==> src/hw/fsg_regs.svh <==
// Purpose: Register indices, field positions, reset values and timing for the sync generator
// Assumes: Byte address of a register is four times its index
// Notes: Registers are eight bits wide and sit in the low byte of each word
`ifndef FSG_REGS_SVH
`define FSG_REGS_SVH

// Register indices
`define FSG_IDX_RESERVED_A 6'h17
`define FSG_IDX_CONTROL 6'h18
`define FSG_IDX_HIGH_UPPER 6'h19
`define FSG_IDX_HIGH_LOWER 6'h1A
`define FSG_IDX_LOW_UPPER 6'h1B
`define FSG_IDX_LOW_LOWER 6'h1C
`define FSG_IDX_STATUS 6'h3F

// Control register field positions
`define FSG_CTL_SRC_MSB 7
`define FSG_CTL_SRC_LSB 4
`define FSG_CTL_ONE_SHOT_BIT 3
`define FSG_CTL_INIT_BIT 2
`define FSG_CTL_STYLE_BIT 1
`define FSG_CTL_ENABLE_BIT 0

// Status register field positions
`define FSG_STS_LEVEL_BIT 0
`define FSG_STS_RUNNING_BIT 1
`define FSG_STS_SHOT_BIT 2
`define FSG_STS_EXTERNAL_BIT 3

// Reset values
`define FSG_RST_CONTROL 8'h00
`define FSG_RST_HIGH_UPPER 8'h00
`define FSG_RST_HIGH_LOWER 8'h00
`define FSG_RST_LOW_UPPER 8'h00
`define FSG_RST_LOW_LOWER 8'h00

// Source select codes
`define FSG_SRC_PORT0 4'h0
`define FSG_SRC_PORT1 4'h1
`define FSG_SRC_FIXED_TOP 2'h1
`define FSG_SRC_RESERVED_EXT 4'hF

// Timing: system clock and fixed reference
`define FSG_SYS_CLK_HZ 125000000
`define FSG_FIXED_REF_HZ 25000000
`define FSG_FIXED_REF_DIV (`FSG_SYS_CLK_HZ / `FSG_FIXED_REF_HZ)

// AXI responses
`define FSG_RESP_OKAY 2'h0
`define FSG_RESP_SLVERR 2'h2

`endif

==> src/hw/fsg_pkg.sv <==
// Purpose: Types shared by the sync generator files
// Assumes: Nothing beyond the register header
// Notes: State codes are one-hot
package fsg_pkg;

   // Generator states
   typedef enum logic [2:0] {
      FSG_IDLE = 3'b001,
      FSG_CONT = 3'b010,
      FSG_SHOT = 3'b100
   } fsg_state_e;

   // Duration width covers the widest (50/50) setting
   typedef logic [23:0] fsg_dur_t;

endpackage

==> src/hw/fsg_frame_sync_gen.sv <==
// Purpose: Camera sync waveform generator with an AXI4-Lite register port
// Assumes: Reference and general inputs are synchronous to clk
// Notes: Eight-bit registers in the low byte of each aligned word
`timescale 1ns/1ns
`include "fsg_regs.svh"
`default_nettype none

module fsg_frame_sync_gen #(
   parameter int ADDR_W = 8,
   parameter int GPIO_N = 7
) (
   // Clock and reset
   input wire logic clk,
   input wire logic rstn,
   // AXI4-Lite write address
   input wire logic [ADDR_W-1:0] s_axi_awaddr,
   input wire logic [2:0] s_axi_awprot,
   input wire logic s_axi_awvalid,
   output logic s_axi_awready,
   // AXI4-Lite write data
   input wire logic [31:0] s_axi_wdata,
   input wire logic [3:0] s_axi_wstrb,
   input wire logic s_axi_wvalid,
   output logic s_axi_wready,
   // AXI4-Lite write response
   output logic [1:0] s_axi_bresp,
   output logic s_axi_bvalid,
   input wire logic s_axi_bready,
   // AXI4-Lite read address
   input wire logic [ADDR_W-1:0] s_axi_araddr,
   input wire logic [2:0] s_axi_arprot,
   input wire logic s_axi_arvalid,
   output logic s_axi_arready,
   // AXI4-Lite read data
   output logic [31:0] s_axi_rdata,
   output logic [1:0] s_axi_rresp,
   output logic s_axi_rvalid,
   input wire logic s_axi_rready,
   // Timing references and external sync inputs
   input wire logic frame_clk_port0,
   input wire logic frame_clk_port1,
   input wire logic [GPIO_N-1:0] gpio_in,
   // Generated sync toward remote serializers
   output logic camera_sync_pulse
);

   // Register storage
   logic [3:0] sync_source_select_q;
   logic sync_initial_level_q;
   logic sync_waveform_style_q;
   logic continuous_sync_enable_q;
   logic one_shot_pulse_request_q;
   logic [7:0] high_upper_q;
   logic [7:0] high_lower_q;
   logic [7:0] low_upper_q;
   logic [7:0] low_lower_q;
   localparam logic [7:0] CTL_RST = `FSG_RST_CONTROL; // Control reset image, sliced per field

   // Bus slave state
   logic aw_full_q;
   logic w_full_q;
   logic [5:0] aw_idx_q;
   logic [7:0] wdata_q;
   logic wstrb0_q;
   logic bvalid_q;
   logic [1:0] bresp_q;
   logic rvalid_q;
   logic [1:0] rresp_q;
   logic [31:0] rdata_q;
   logic wr_fire;
   logic [5:0] ar_idx;
   logic [7:0] rd_byte;
   logic rd_hit;
   logic wr_hit;

   // Generator state
   fsg_pkg::fsg_state_e state_q;
   fsg_pkg::fsg_state_e state_d;
   fsg_pkg::fsg_dur_t cnt_q;
   fsg_pkg::fsg_dur_t cnt_d;
   fsg_pkg::fsg_dur_t high_dur;
   fsg_pkg::fsg_dur_t low_dur;
   fsg_pkg::fsg_dur_t cur_dur;
   logic level_q;
   logic level_d;
   logic sync_q;
   logic ref_tick;
   logic ext_mode;
   logic ext_level;
   logic internal_src;

   // Reference and external source selection
   fsg_ref_select #(
      .GPIO_N(GPIO_N),
      .FIXED_DIV(`FSG_FIXED_REF_DIV)
   ) u_ref_select (
      .clk(clk),
      .rstn(rstn),
      .src_sel(sync_source_select_q),
      .frame_clk({frame_clk_port1, frame_clk_port0}),
      .gpio_in(gpio_in),
      .ref_tick(ref_tick),
      .ext_mode(ext_mode),
      .ext_level(ext_level)
   );

   // Internal sources: port frame clocks and the fixed reference
   assign internal_src = (sync_source_select_q == `FSG_SRC_PORT0) ||
                         (sync_source_select_q == `FSG_SRC_PORT1) ||
                         (sync_source_select_q[3:2] == `FSG_SRC_FIXED_TOP);

   // Bus handshakes: one write and one read at a time
   assign s_axi_awready = !aw_full_q && !bvalid_q;
   assign s_axi_wready = !w_full_q && !bvalid_q;
   assign s_axi_arready = !rvalid_q;
   assign s_axi_bvalid = bvalid_q;
   assign s_axi_bresp = bresp_q;
   assign s_axi_rvalid = rvalid_q;
   assign s_axi_rresp = rresp_q;
   assign s_axi_rdata = rdata_q;
   assign wr_fire = aw_full_q && w_full_q && !bvalid_q;

   // Write address and data capture, in either order
   always_ff @(posedge clk or negedge rstn) begin
      if (!rstn) begin
         aw_full_q <= 1'b0;
         w_full_q <= 1'b0;
         aw_idx_q <= 6'h00;
         wdata_q <= 8'h00;
         wstrb0_q <= 1'b0;
      end else begin
         if (s_axi_awvalid && s_axi_awready) begin
            aw_full_q <= 1'b1;
            aw_idx_q <= s_axi_awaddr[7:2];
         end else if (wr_fire) begin
            aw_full_q <= 1'b0;
         end
         if (s_axi_wvalid && s_axi_wready) begin
            w_full_q <= 1'b1;
            wdata_q <= s_axi_wdata[7:0];
            wstrb0_q <= s_axi_wstrb[0];
         end else if (wr_fire) begin
            w_full_q <= 1'b0;
         end
      end
   end

   // Mapped write targets
   always_comb begin
      unique case (aw_idx_q)
         `FSG_IDX_RESERVED_A, `FSG_IDX_CONTROL, `FSG_IDX_HIGH_UPPER,
         `FSG_IDX_HIGH_LOWER, `FSG_IDX_LOW_UPPER, `FSG_IDX_LOW_LOWER,
         `FSG_IDX_STATUS: wr_hit = 1'b1;
         default: wr_hit = 1'b0;
      endcase
   end

   // Write response
   always_ff @(posedge clk or negedge rstn) begin
      if (!rstn) begin
         bvalid_q <= 1'b0;
         bresp_q <= `FSG_RESP_OKAY;
      end else if (wr_fire) begin
         bvalid_q <= 1'b1;
         bresp_q <= wr_hit ? `FSG_RESP_OKAY : `FSG_RESP_SLVERR;
      end else if (s_axi_bready) begin
         bvalid_q <= 1'b0;
      end
   end

   // Control register fields
   always_ff @(posedge clk or negedge rstn) begin
      if (!rstn) begin
         sync_source_select_q <= CTL_RST[`FSG_CTL_SRC_MSB:`FSG_CTL_SRC_LSB];
         sync_initial_level_q <= CTL_RST[`FSG_CTL_INIT_BIT];
         sync_waveform_style_q <= CTL_RST[`FSG_CTL_STYLE_BIT];
         continuous_sync_enable_q <= CTL_RST[`FSG_CTL_ENABLE_BIT];
         one_shot_pulse_request_q <= 1'b0;
      end else begin
         one_shot_pulse_request_q <= 1'b0;
         if (wr_fire && wstrb0_q && aw_idx_q == `FSG_IDX_CONTROL) begin
            sync_source_select_q <= wdata_q[`FSG_CTL_SRC_MSB:`FSG_CTL_SRC_LSB];
            sync_initial_level_q <= wdata_q[`FSG_CTL_INIT_BIT];
            sync_waveform_style_q <= wdata_q[`FSG_CTL_STYLE_BIT];
            continuous_sync_enable_q <= wdata_q[`FSG_CTL_ENABLE_BIT];
            one_shot_pulse_request_q <= wdata_q[`FSG_CTL_ONE_SHOT_BIT];
         end
      end
   end

   // Duration registers
   always_ff @(posedge clk or negedge rstn) begin
      if (!rstn) begin
         high_upper_q <= `FSG_RST_HIGH_UPPER;
         high_lower_q <= `FSG_RST_HIGH_LOWER;
         low_upper_q <= `FSG_RST_LOW_UPPER;
         low_lower_q <= `FSG_RST_LOW_LOWER;
      end else if (wr_fire && wstrb0_q) begin
         if (aw_idx_q == `FSG_IDX_HIGH_UPPER) begin
            high_upper_q <= wdata_q;
         end
         if (aw_idx_q == `FSG_IDX_HIGH_LOWER) begin
            high_lower_q <= wdata_q;
         end
         if (aw_idx_q == `FSG_IDX_LOW_UPPER) begin
            low_upper_q <= wdata_q;
         end
         if (aw_idx_q == `FSG_IDX_LOW_LOWER) begin
            low_lower_q <= wdata_q;
         end
      end
   end

   // Read data mux; one-shot bit always reads zero
   assign ar_idx = s_axi_araddr[7:2];
   always_comb begin
      rd_hit = 1'b1;
      rd_byte = 8'h00;
      unique case (ar_idx)
         `FSG_IDX_RESERVED_A: rd_byte = 8'h00;
         `FSG_IDX_CONTROL: rd_byte = {sync_source_select_q, 1'b0, sync_initial_level_q,
                                      sync_waveform_style_q, continuous_sync_enable_q};
         `FSG_IDX_HIGH_UPPER: rd_byte = high_upper_q;
         `FSG_IDX_HIGH_LOWER: rd_byte = high_lower_q;
         `FSG_IDX_LOW_UPPER: rd_byte = low_upper_q;
         `FSG_IDX_LOW_LOWER: rd_byte = low_lower_q;
         `FSG_IDX_STATUS: begin
            rd_byte[`FSG_STS_LEVEL_BIT] = sync_q;
            rd_byte[`FSG_STS_RUNNING_BIT] = (state_q == fsg_pkg::FSG_CONT);
            rd_byte[`FSG_STS_SHOT_BIT] = (state_q == fsg_pkg::FSG_SHOT);
            rd_byte[`FSG_STS_EXTERNAL_BIT] = ext_mode;
         end
         default: rd_hit = 1'b0;
      endcase
   end

   // Read response
   always_ff @(posedge clk or negedge rstn) begin
      if (!rstn) begin
         rvalid_q <= 1'b0;
         rresp_q <= `FSG_RESP_OKAY;
         rdata_q <= 32'h0000_0000;
      end else if (s_axi_arvalid && s_axi_arready) begin
         rvalid_q <= 1'b1;
         rresp_q <= rd_hit ? `FSG_RESP_OKAY : `FSG_RESP_SLVERR;
         rdata_q <= {24'h00_0000, rd_byte};
      end else if (s_axi_rready) begin
         rvalid_q <= 1'b0;
      end
   end

   // Period selection for the current level
   always_comb begin
      if (sync_waveform_style_q) begin
         high_dur = {high_lower_q, low_upper_q, low_lower_q};
         low_dur = {high_lower_q, low_upper_q, low_lower_q};
      end else begin
         high_dur = {8'h00, high_upper_q, high_lower_q};
         low_dur = {8'h00, low_upper_q, low_lower_q};
      end
      cur_dur = level_q ? high_dur : low_dur;
   end

   // Generator next state
   always_comb begin
      state_d = state_q;
      level_d = level_q;
      cnt_d = cnt_q;
      unique case (state_q)
         fsg_pkg::FSG_IDLE: begin
            level_d = sync_initial_level_q;
            cnt_d = 24'h00_0000;
            if (continuous_sync_enable_q && internal_src) begin
               state_d = fsg_pkg::FSG_CONT;
            end else if (one_shot_pulse_request_q && internal_src) begin
               state_d = fsg_pkg::FSG_SHOT;
               level_d = !sync_initial_level_q;
            end
         end
         fsg_pkg::FSG_CONT: begin
            if (!continuous_sync_enable_q || !internal_src) begin
               state_d = fsg_pkg::FSG_IDLE;
               level_d = sync_initial_level_q;
               cnt_d = 24'h00_0000;
            end else if (ref_tick) begin
               if (cnt_q >= cur_dur) begin
                  level_d = !level_q;
                  cnt_d = 24'h00_0000;
               end else begin
                  cnt_d = cnt_q + 24'h00_0001;
               end
            end
         end
         fsg_pkg::FSG_SHOT: begin
            if (!internal_src) begin
               state_d = fsg_pkg::FSG_IDLE;
               level_d = sync_initial_level_q;
               cnt_d = 24'h00_0000;
            end else if (ref_tick) begin
               if (cnt_q >= cur_dur) begin
                  state_d = fsg_pkg::FSG_IDLE;
                  level_d = sync_initial_level_q;
                  cnt_d = 24'h00_0000;
               end else begin
                  cnt_d = cnt_q + 24'h00_0001;
               end
            end
         end
         default: begin
            state_d = fsg_pkg::FSG_IDLE;
            level_d = sync_initial_level_q;
            cnt_d = 24'h00_0000;
         end
      endcase
   end

   // Generator state registers
   always_ff @(posedge clk or negedge rstn) begin
      if (!rstn) begin
         state_q <= fsg_pkg::FSG_IDLE;
         level_q <= 1'b0;
         cnt_q <= 24'h00_0000;
      end else begin
         state_q <= state_d;
         level_q <= level_d;
         cnt_q <= cnt_d;
      end
   end

   // Output: pass-through in external modes, generated level otherwise
   always_ff @(posedge clk or negedge rstn) begin
      if (!rstn) begin
         sync_q <= 1'b0;
      end else if (ext_mode) begin
         sync_q <= ext_level;
      end else begin
         sync_q <= level_q;
      end
   end

   assign camera_sync_pulse = sync_q;

endmodule

`default_nettype wire

==> src/hw/fsg_ref_select.sv <==
// Purpose: Pick the timing reference tick and the external sync level
// Assumes: Frame clocks and general inputs are synchronous to clk
// Notes: One tick per rising edge of the chosen reference
`timescale 1ns/1ns
`include "fsg_regs.svh"
`default_nettype none

module fsg_ref_select #(
   parameter int GPIO_N = 7,
   parameter int FIXED_DIV = `FSG_FIXED_REF_DIV
) (
   // Clock and reset
   input wire logic clk,
   input wire logic rstn,
   // Selection
   input wire logic [3:0] src_sel,
   // Reference and external inputs
   input wire logic [1:0] frame_clk,
   input wire logic [GPIO_N-1:0] gpio_in,
   // Results
   output logic ref_tick,
   output logic ext_mode,
   output logic ext_level
);

   logic [1:0] frame_prev_q;
   logic [1:0] frame_rise;
   logic [2:0] div_q;
   logic div_tick;
   logic tick_d;

   // Rising edge of each port frame clock
   for (genvar p = 0; p < 2; p++) begin : g_port
      always_ff @(posedge clk or negedge rstn) begin
         if (!rstn) begin
            frame_prev_q[p] <= 1'b0;
         end else begin
            frame_prev_q[p] <= frame_clk[p];
         end
      end
      assign frame_rise[p] = frame_clk[p] & ~frame_prev_q[p];
   end

   // Fixed reference divider from the system clock
   always_ff @(posedge clk or negedge rstn) begin
      if (!rstn) begin
         div_q <= 3'h0;
      end else if (div_tick) begin
         div_q <= 3'h0;
      end else begin
         div_q <= div_q + 3'h1;
      end
   end
   assign div_tick = (div_q == 3'(FIXED_DIV - 1));

   // Tick source decode
   always_comb begin
      tick_d = 1'b0;
      if (src_sel == `FSG_SRC_PORT0) begin
         tick_d = frame_rise[0];
      end else if (src_sel == `FSG_SRC_PORT1) begin
         tick_d = frame_rise[1];
      end else if (src_sel[3:2] == `FSG_SRC_FIXED_TOP) begin
         tick_d = div_tick;
      end
   end

   // Registered tick and external level
   always_ff @(posedge clk or negedge rstn) begin
      if (!rstn) begin
         ref_tick <= 1'b0;
         ext_level <= 1'b0;
      end else begin
         ref_tick <= tick_d;
         if (src_sel[2:0] < 3'(GPIO_N)) begin
            ext_level <= gpio_in[src_sel[2:0]];
         end else begin
            ext_level <= 1'b0;
         end
      end
   end

   assign ext_mode = src_sel[3] && (src_sel != `FSG_SRC_RESERVED_EXT);

endmodule

`default_nettype wire

==> config.mk <==
export PLATFORM = sky130hd
export DESIGN_NAME = fsg_frame_sync_gen
export DESIGN_NICKNAME = d
export VERILOG_FILES = /design/src/hw/fsg_pkg.sv /design/src/hw/fsg_frame_sync_gen.sv /design/src/hw/fsg_ref_select.sv
export VERILOG_INCLUDE_DIRS = /design/src /design/src/hw
export SDC_FILE = /design/constraint.sdc
export NUM_CORES = 1
export LEC_CHECK = 0
export ABC_CLOCK_PERIOD_IN_PS = 7800
export BUFFER_PORTS_ARGS = -buffer_cell sky130_fd_sc_hd__buf_2
export CAP_MARGIN = 20
export CORE_ASPECT_RATIO = 1.1
export CORE_MARGIN = 4
export CORE_UTILIZATION = 50
export CTS_BUF_LIST = sky130_fd_sc_hd__clkbuf_4 sky130_fd_sc_hd__clkbuf_8
export CTS_CLUSTER_DIAMETER = 120
export DETAILED_ROUTE_END_ITERATION = 8
export GPL_TIMING_DRIVEN = 0
export PLACE_DENSITY = 0.74
export SLEW_MARGIN = 15
export SYNTH_ARGS = -nofsm -noshare
export SYNTH_HDL_FRONTEND = slang
export SYNTH_HIERARCHICAL = 1
export SYNTH_SLANG_ARGS = --single-unit
==> constraint.sdc <==
create_clock -name clk -period 7.8 [get_ports clk]
set_clock_uncertainty 0.15 [all_clocks]
set_input_delay 1.56 -clock clk [delete_from_list [all_inputs] [get_ports clk]]
set_output_delay 1.56 -clock clk [all_outputs]
set_load 0.1 [all_outputs]
==> impl_metrics.env <==
export IMPL_status="completed"
export IMPL_maxCapViolations=0
export IMPL_synth_flop_cell="dfrtp_1"
export IMPL_seqPwrFrac=0.451
export IMPL_power_uw=1820
export IMPL_drtIter0Drc=211
export IMPL_worst_path_buf_inv=3
export IMPL_core_um2=11100
export IMPL_dieWidth_um=110
export IMPL_crit_top_cell="clkbuf_1"
export IMPL_clk_latency_ps=390
export IMPL_clk_pin_slew_ps=100
export IMPL_p_per_area_nw_per_um2=280
export IMPL_firstDrtPassIters=5
export IMPL_power_frac_comb=0.373
export IMPL_crit_required_ps=7900
export IMPL_antenna_found_initial=0
export IMPL_hold_viol=0
export IMPL_grt_pass1_vias=4217
export IMPL_internal_power_uw=1050
export IMPL_muxShareOfSynthArea=0.167
export IMPL_slowest_delay_ps=600
export IMPL_final_seq_area_um2=2630
export IMPL_layout_drive_gt1_share=0.275
export IMPL_synth_distinct_cells=58
export IMPL_hp_class="flop to flop"
export IMPL_numPortBuffers=50
export IMPL_post_drt_via_cell_ratio=5.58
export IMPL_path_class="flop to flop"
export IMPL_wl_um=12600
export IMPL_layout_commonest_cell="dfrtp_1"
export IMPL_die_h_um=121
export IMPL_p_leak_uw=0.00309
export IMPL_synth_top_family_by_area="multiplexers"
export IMPL_syn_area_per_cell_um2=10.9
export IMPL_worstPathMaxFanout=10
export IMPL_cp_arrival_ps=3910
export IMPL_post_cts_buffers=0
export IMPL_fin_crit_ps=3810
export IMPL_cts_hold_buf=0
export IMPL_cts_buffer_depth=2
export IMPL_rsz0062_at_grt="no"
export IMPL_hpwl_um=9640
export IMPL_initial_core_util=0.519
export IMPL_ys_ff_latch=105
export IMPL_wl_per_cell_um=16.4
export IMPL_grt_use_total=0.196
export IMPL_path_cells="nand2b_1 > clkbuf_1 > clkbuf_1 > mux2i_1 > ha_1 > and3_1 > o21ai_0 > a31o_2 > a21oi_1 > a211o_1 > clkbuf_1 > nor2_1"
export IMPL_grt_max_degree=81
export IMPL_cts_tree="done"
export IMPL_fmaxAchievable_ghz=0.262
export IMPL_ys_seq_area_frac=0.456
export IMPL_antennaDiodeCount=0
export IMPL_synthesis_area_um2=5770
export IMPL_fin_util=0.586
export IMPL_drtAntennaViolNets=0
export IMPL_switching_share=0.425
export IMPL_ys_warn_count=6
export IMPL_setup_tns_final_ps=0
export IMPL_power_frac_clock=0.176
export IMPL_drcViolationCount=0
export IMPL_gp_congestion=0.891
export IMPL_slew_headroom=0.487
export IMPL_grt_pass1_wl_um=21200
export IMPL_worst_hold_slack_ps=320
export IMPL_areaGrowthSynthToFinish_pct=12.9
export IMPL_dieArea_um2=13300
export IMPL_p_switching_uw=775
export IMPL_cts_resized=0
export IMPL_layout_common_cells="dfrtp_1, mux2_2, buf_2, nand2_1, nor2_1"
export IMPL_clock_root_buffer="clkbuf_8"
export IMPL_multi_input_area_um2=2920
export IMPL_syn_inst=529
export IMPL_numCtsBuffers=9
export IMPL_worst_slew_pin_slew_ps=764
export IMPL_setup_violations=0
export IMPL_clock_sinks=105
export IMPL_synth_adder_area_share=0.0586
export IMPL_synth_compound_area_share=0.0885
export IMPL_endpoint_kind="flop"
export IMPL_slew_violations=0
export IMPL_peakVddDrop_uv=292
export IMPL_crit_path_top_delay_cell="clkbuf_1"
export IMPL_num_vias=4287
export IMPL_io_pins=116
export IMPL_synth_xor_area_share=0.0319
export IMPL_synth_simple_area_share=0.142
export IMPL_finalNetCount=717
export IMPL_place_inst=752
export IMPL_htree_num_levels=3
export IMPL_global_route_overflow_total=0
export IMPL_fin_crit_sh=0.489
export IMPL_synth_edf_count=0
export IMPL_fillers=944
export IMPL_startpoint_type="flop"
export IMPL_rows=40
export IMPL_synthArstFlopShare=1.00
export IMPL_cpLargestDelayFamily="buffers and inverters"
export IMPL_instances_no_fill=768
layout make-up:
class | count | share of cell area
inverters | 13 | 0.00749
multi-input cells | 392 | 0.448
clock buffers | 10 | 0.0202
well taps | 147 | 0.0282
clock inverters | 6 | 0.00749
plain buffers | 44 | 0.0415
flip-flops and latches | 105 | 0.404
repair buffers | 51 | 0.0436
registers in the layout (all words and copies together), names as in the netlist, 2 cells and up:
signal                     cells
aw_idx_q                       6
u_ref_select/frame_prev_q      2
low_lower_q                    8
sync_source_select_q           4
cnt_q                         24
u_ref_select/div_q             3
low_upper_q                    8
s_axi_rdata                    8
state_q                        3
high_upper_q                   8
wdata_q                        8
high_lower_q                   8
per-stage QoR:
step | area (um^2) | setup WS (ps)
floorplan | 5860 | 3910
global placement | 6300 | 3920
detailed placement | 6330 | 3980
CTS | 6510 | 3980
global route | 6510 | 3600
finish | 6510 | 3990
worst reg2reg max path: stages (launching register included):
cell and delay, ps:
dfrtp_1 430, nand2b_1 90, clkbuf_1 390, clkbuf_1 600, mux2i_1 180, ha_1 320, and3_1 140, o21ai_0 70
a31o_2 240, a21oi_1 320, a211o_1 270, clkbuf_1 370, nor2_1 100
cells by family after synthesis:
group | count (synthesis)
simple gates | 158
flops | 105
mux | 83
compound gates | 77
buf+inv | 57
fa+ha+maj | 27
xor+xnor | 21
other cells | 1
Yosys cell counts, types with 13 or more instances:
| cell | instances | share of area |
|---|---|---|
| a21oi_1 | 15 | 0.013 |
| buf_4 | 26 | 0.034 |
| clkbuf_1 | 16 | 0.010 |
| dfrtp_1 | 104 | 0.45 |
| ha_1 | 27 | 0.059 |
| inv_1 | 13 | 0.0085 |
| mux2_2 | 58 | 0.11 |
| mux2i_1 | 20 | 0.035 |
| nand2_1 | 48 | 0.031 |
| nand3_1 | 13 | 0.011 |
| nor2_1 | 40 | 0.026 |
| o21ai_0 | 24 | 0.021 |
path summary, 6_finish.rpt:
path | end | cells past startpoint | slack (ps) | start
worst max-delay path | cnt_q[7] | 12 | 3990 | level_q
worst min-delay path | u_ref_select/div_q[0] | 1 | 320 | u_ref_select/div_q[0]
worst max register to register | cnt_q[7] | 12 | 3990 | level_q
worst min register to register | u_ref_select/div_q[0] | 1 | 320 | u_ref_select/div_q[0]
max in group asynchronous | low_lower_q[0] | 2 | 5970 | rstn
min in group asynchronous | cnt_q[14] | 1 | 880 | rstn
per-layer routing:
layer,part of all wire,GRT usage,vias to the layer above
met5,0,0,-
met4,0.021,0.0724,0
met3,0.054,0.0320,17
met2,0.49,0.328,140
met1,0.44,0.259,2102
li1,-,-,2028
power by group through the flow:
stage | registers, uW | logic, uW | clock network [uW]
6_report | 821 | 680 | 321
2_1_floorplan | 841 | 488 | 0
3_3_place_gp | 818 | 664 | 0
3_5_place_dp | 827 | 680 | 0
5_1_grt | 838 | 735 | 352
4_1_cts | 816 | 682 | 328
No activity file was read; power rests on OpenSTA's default activity.
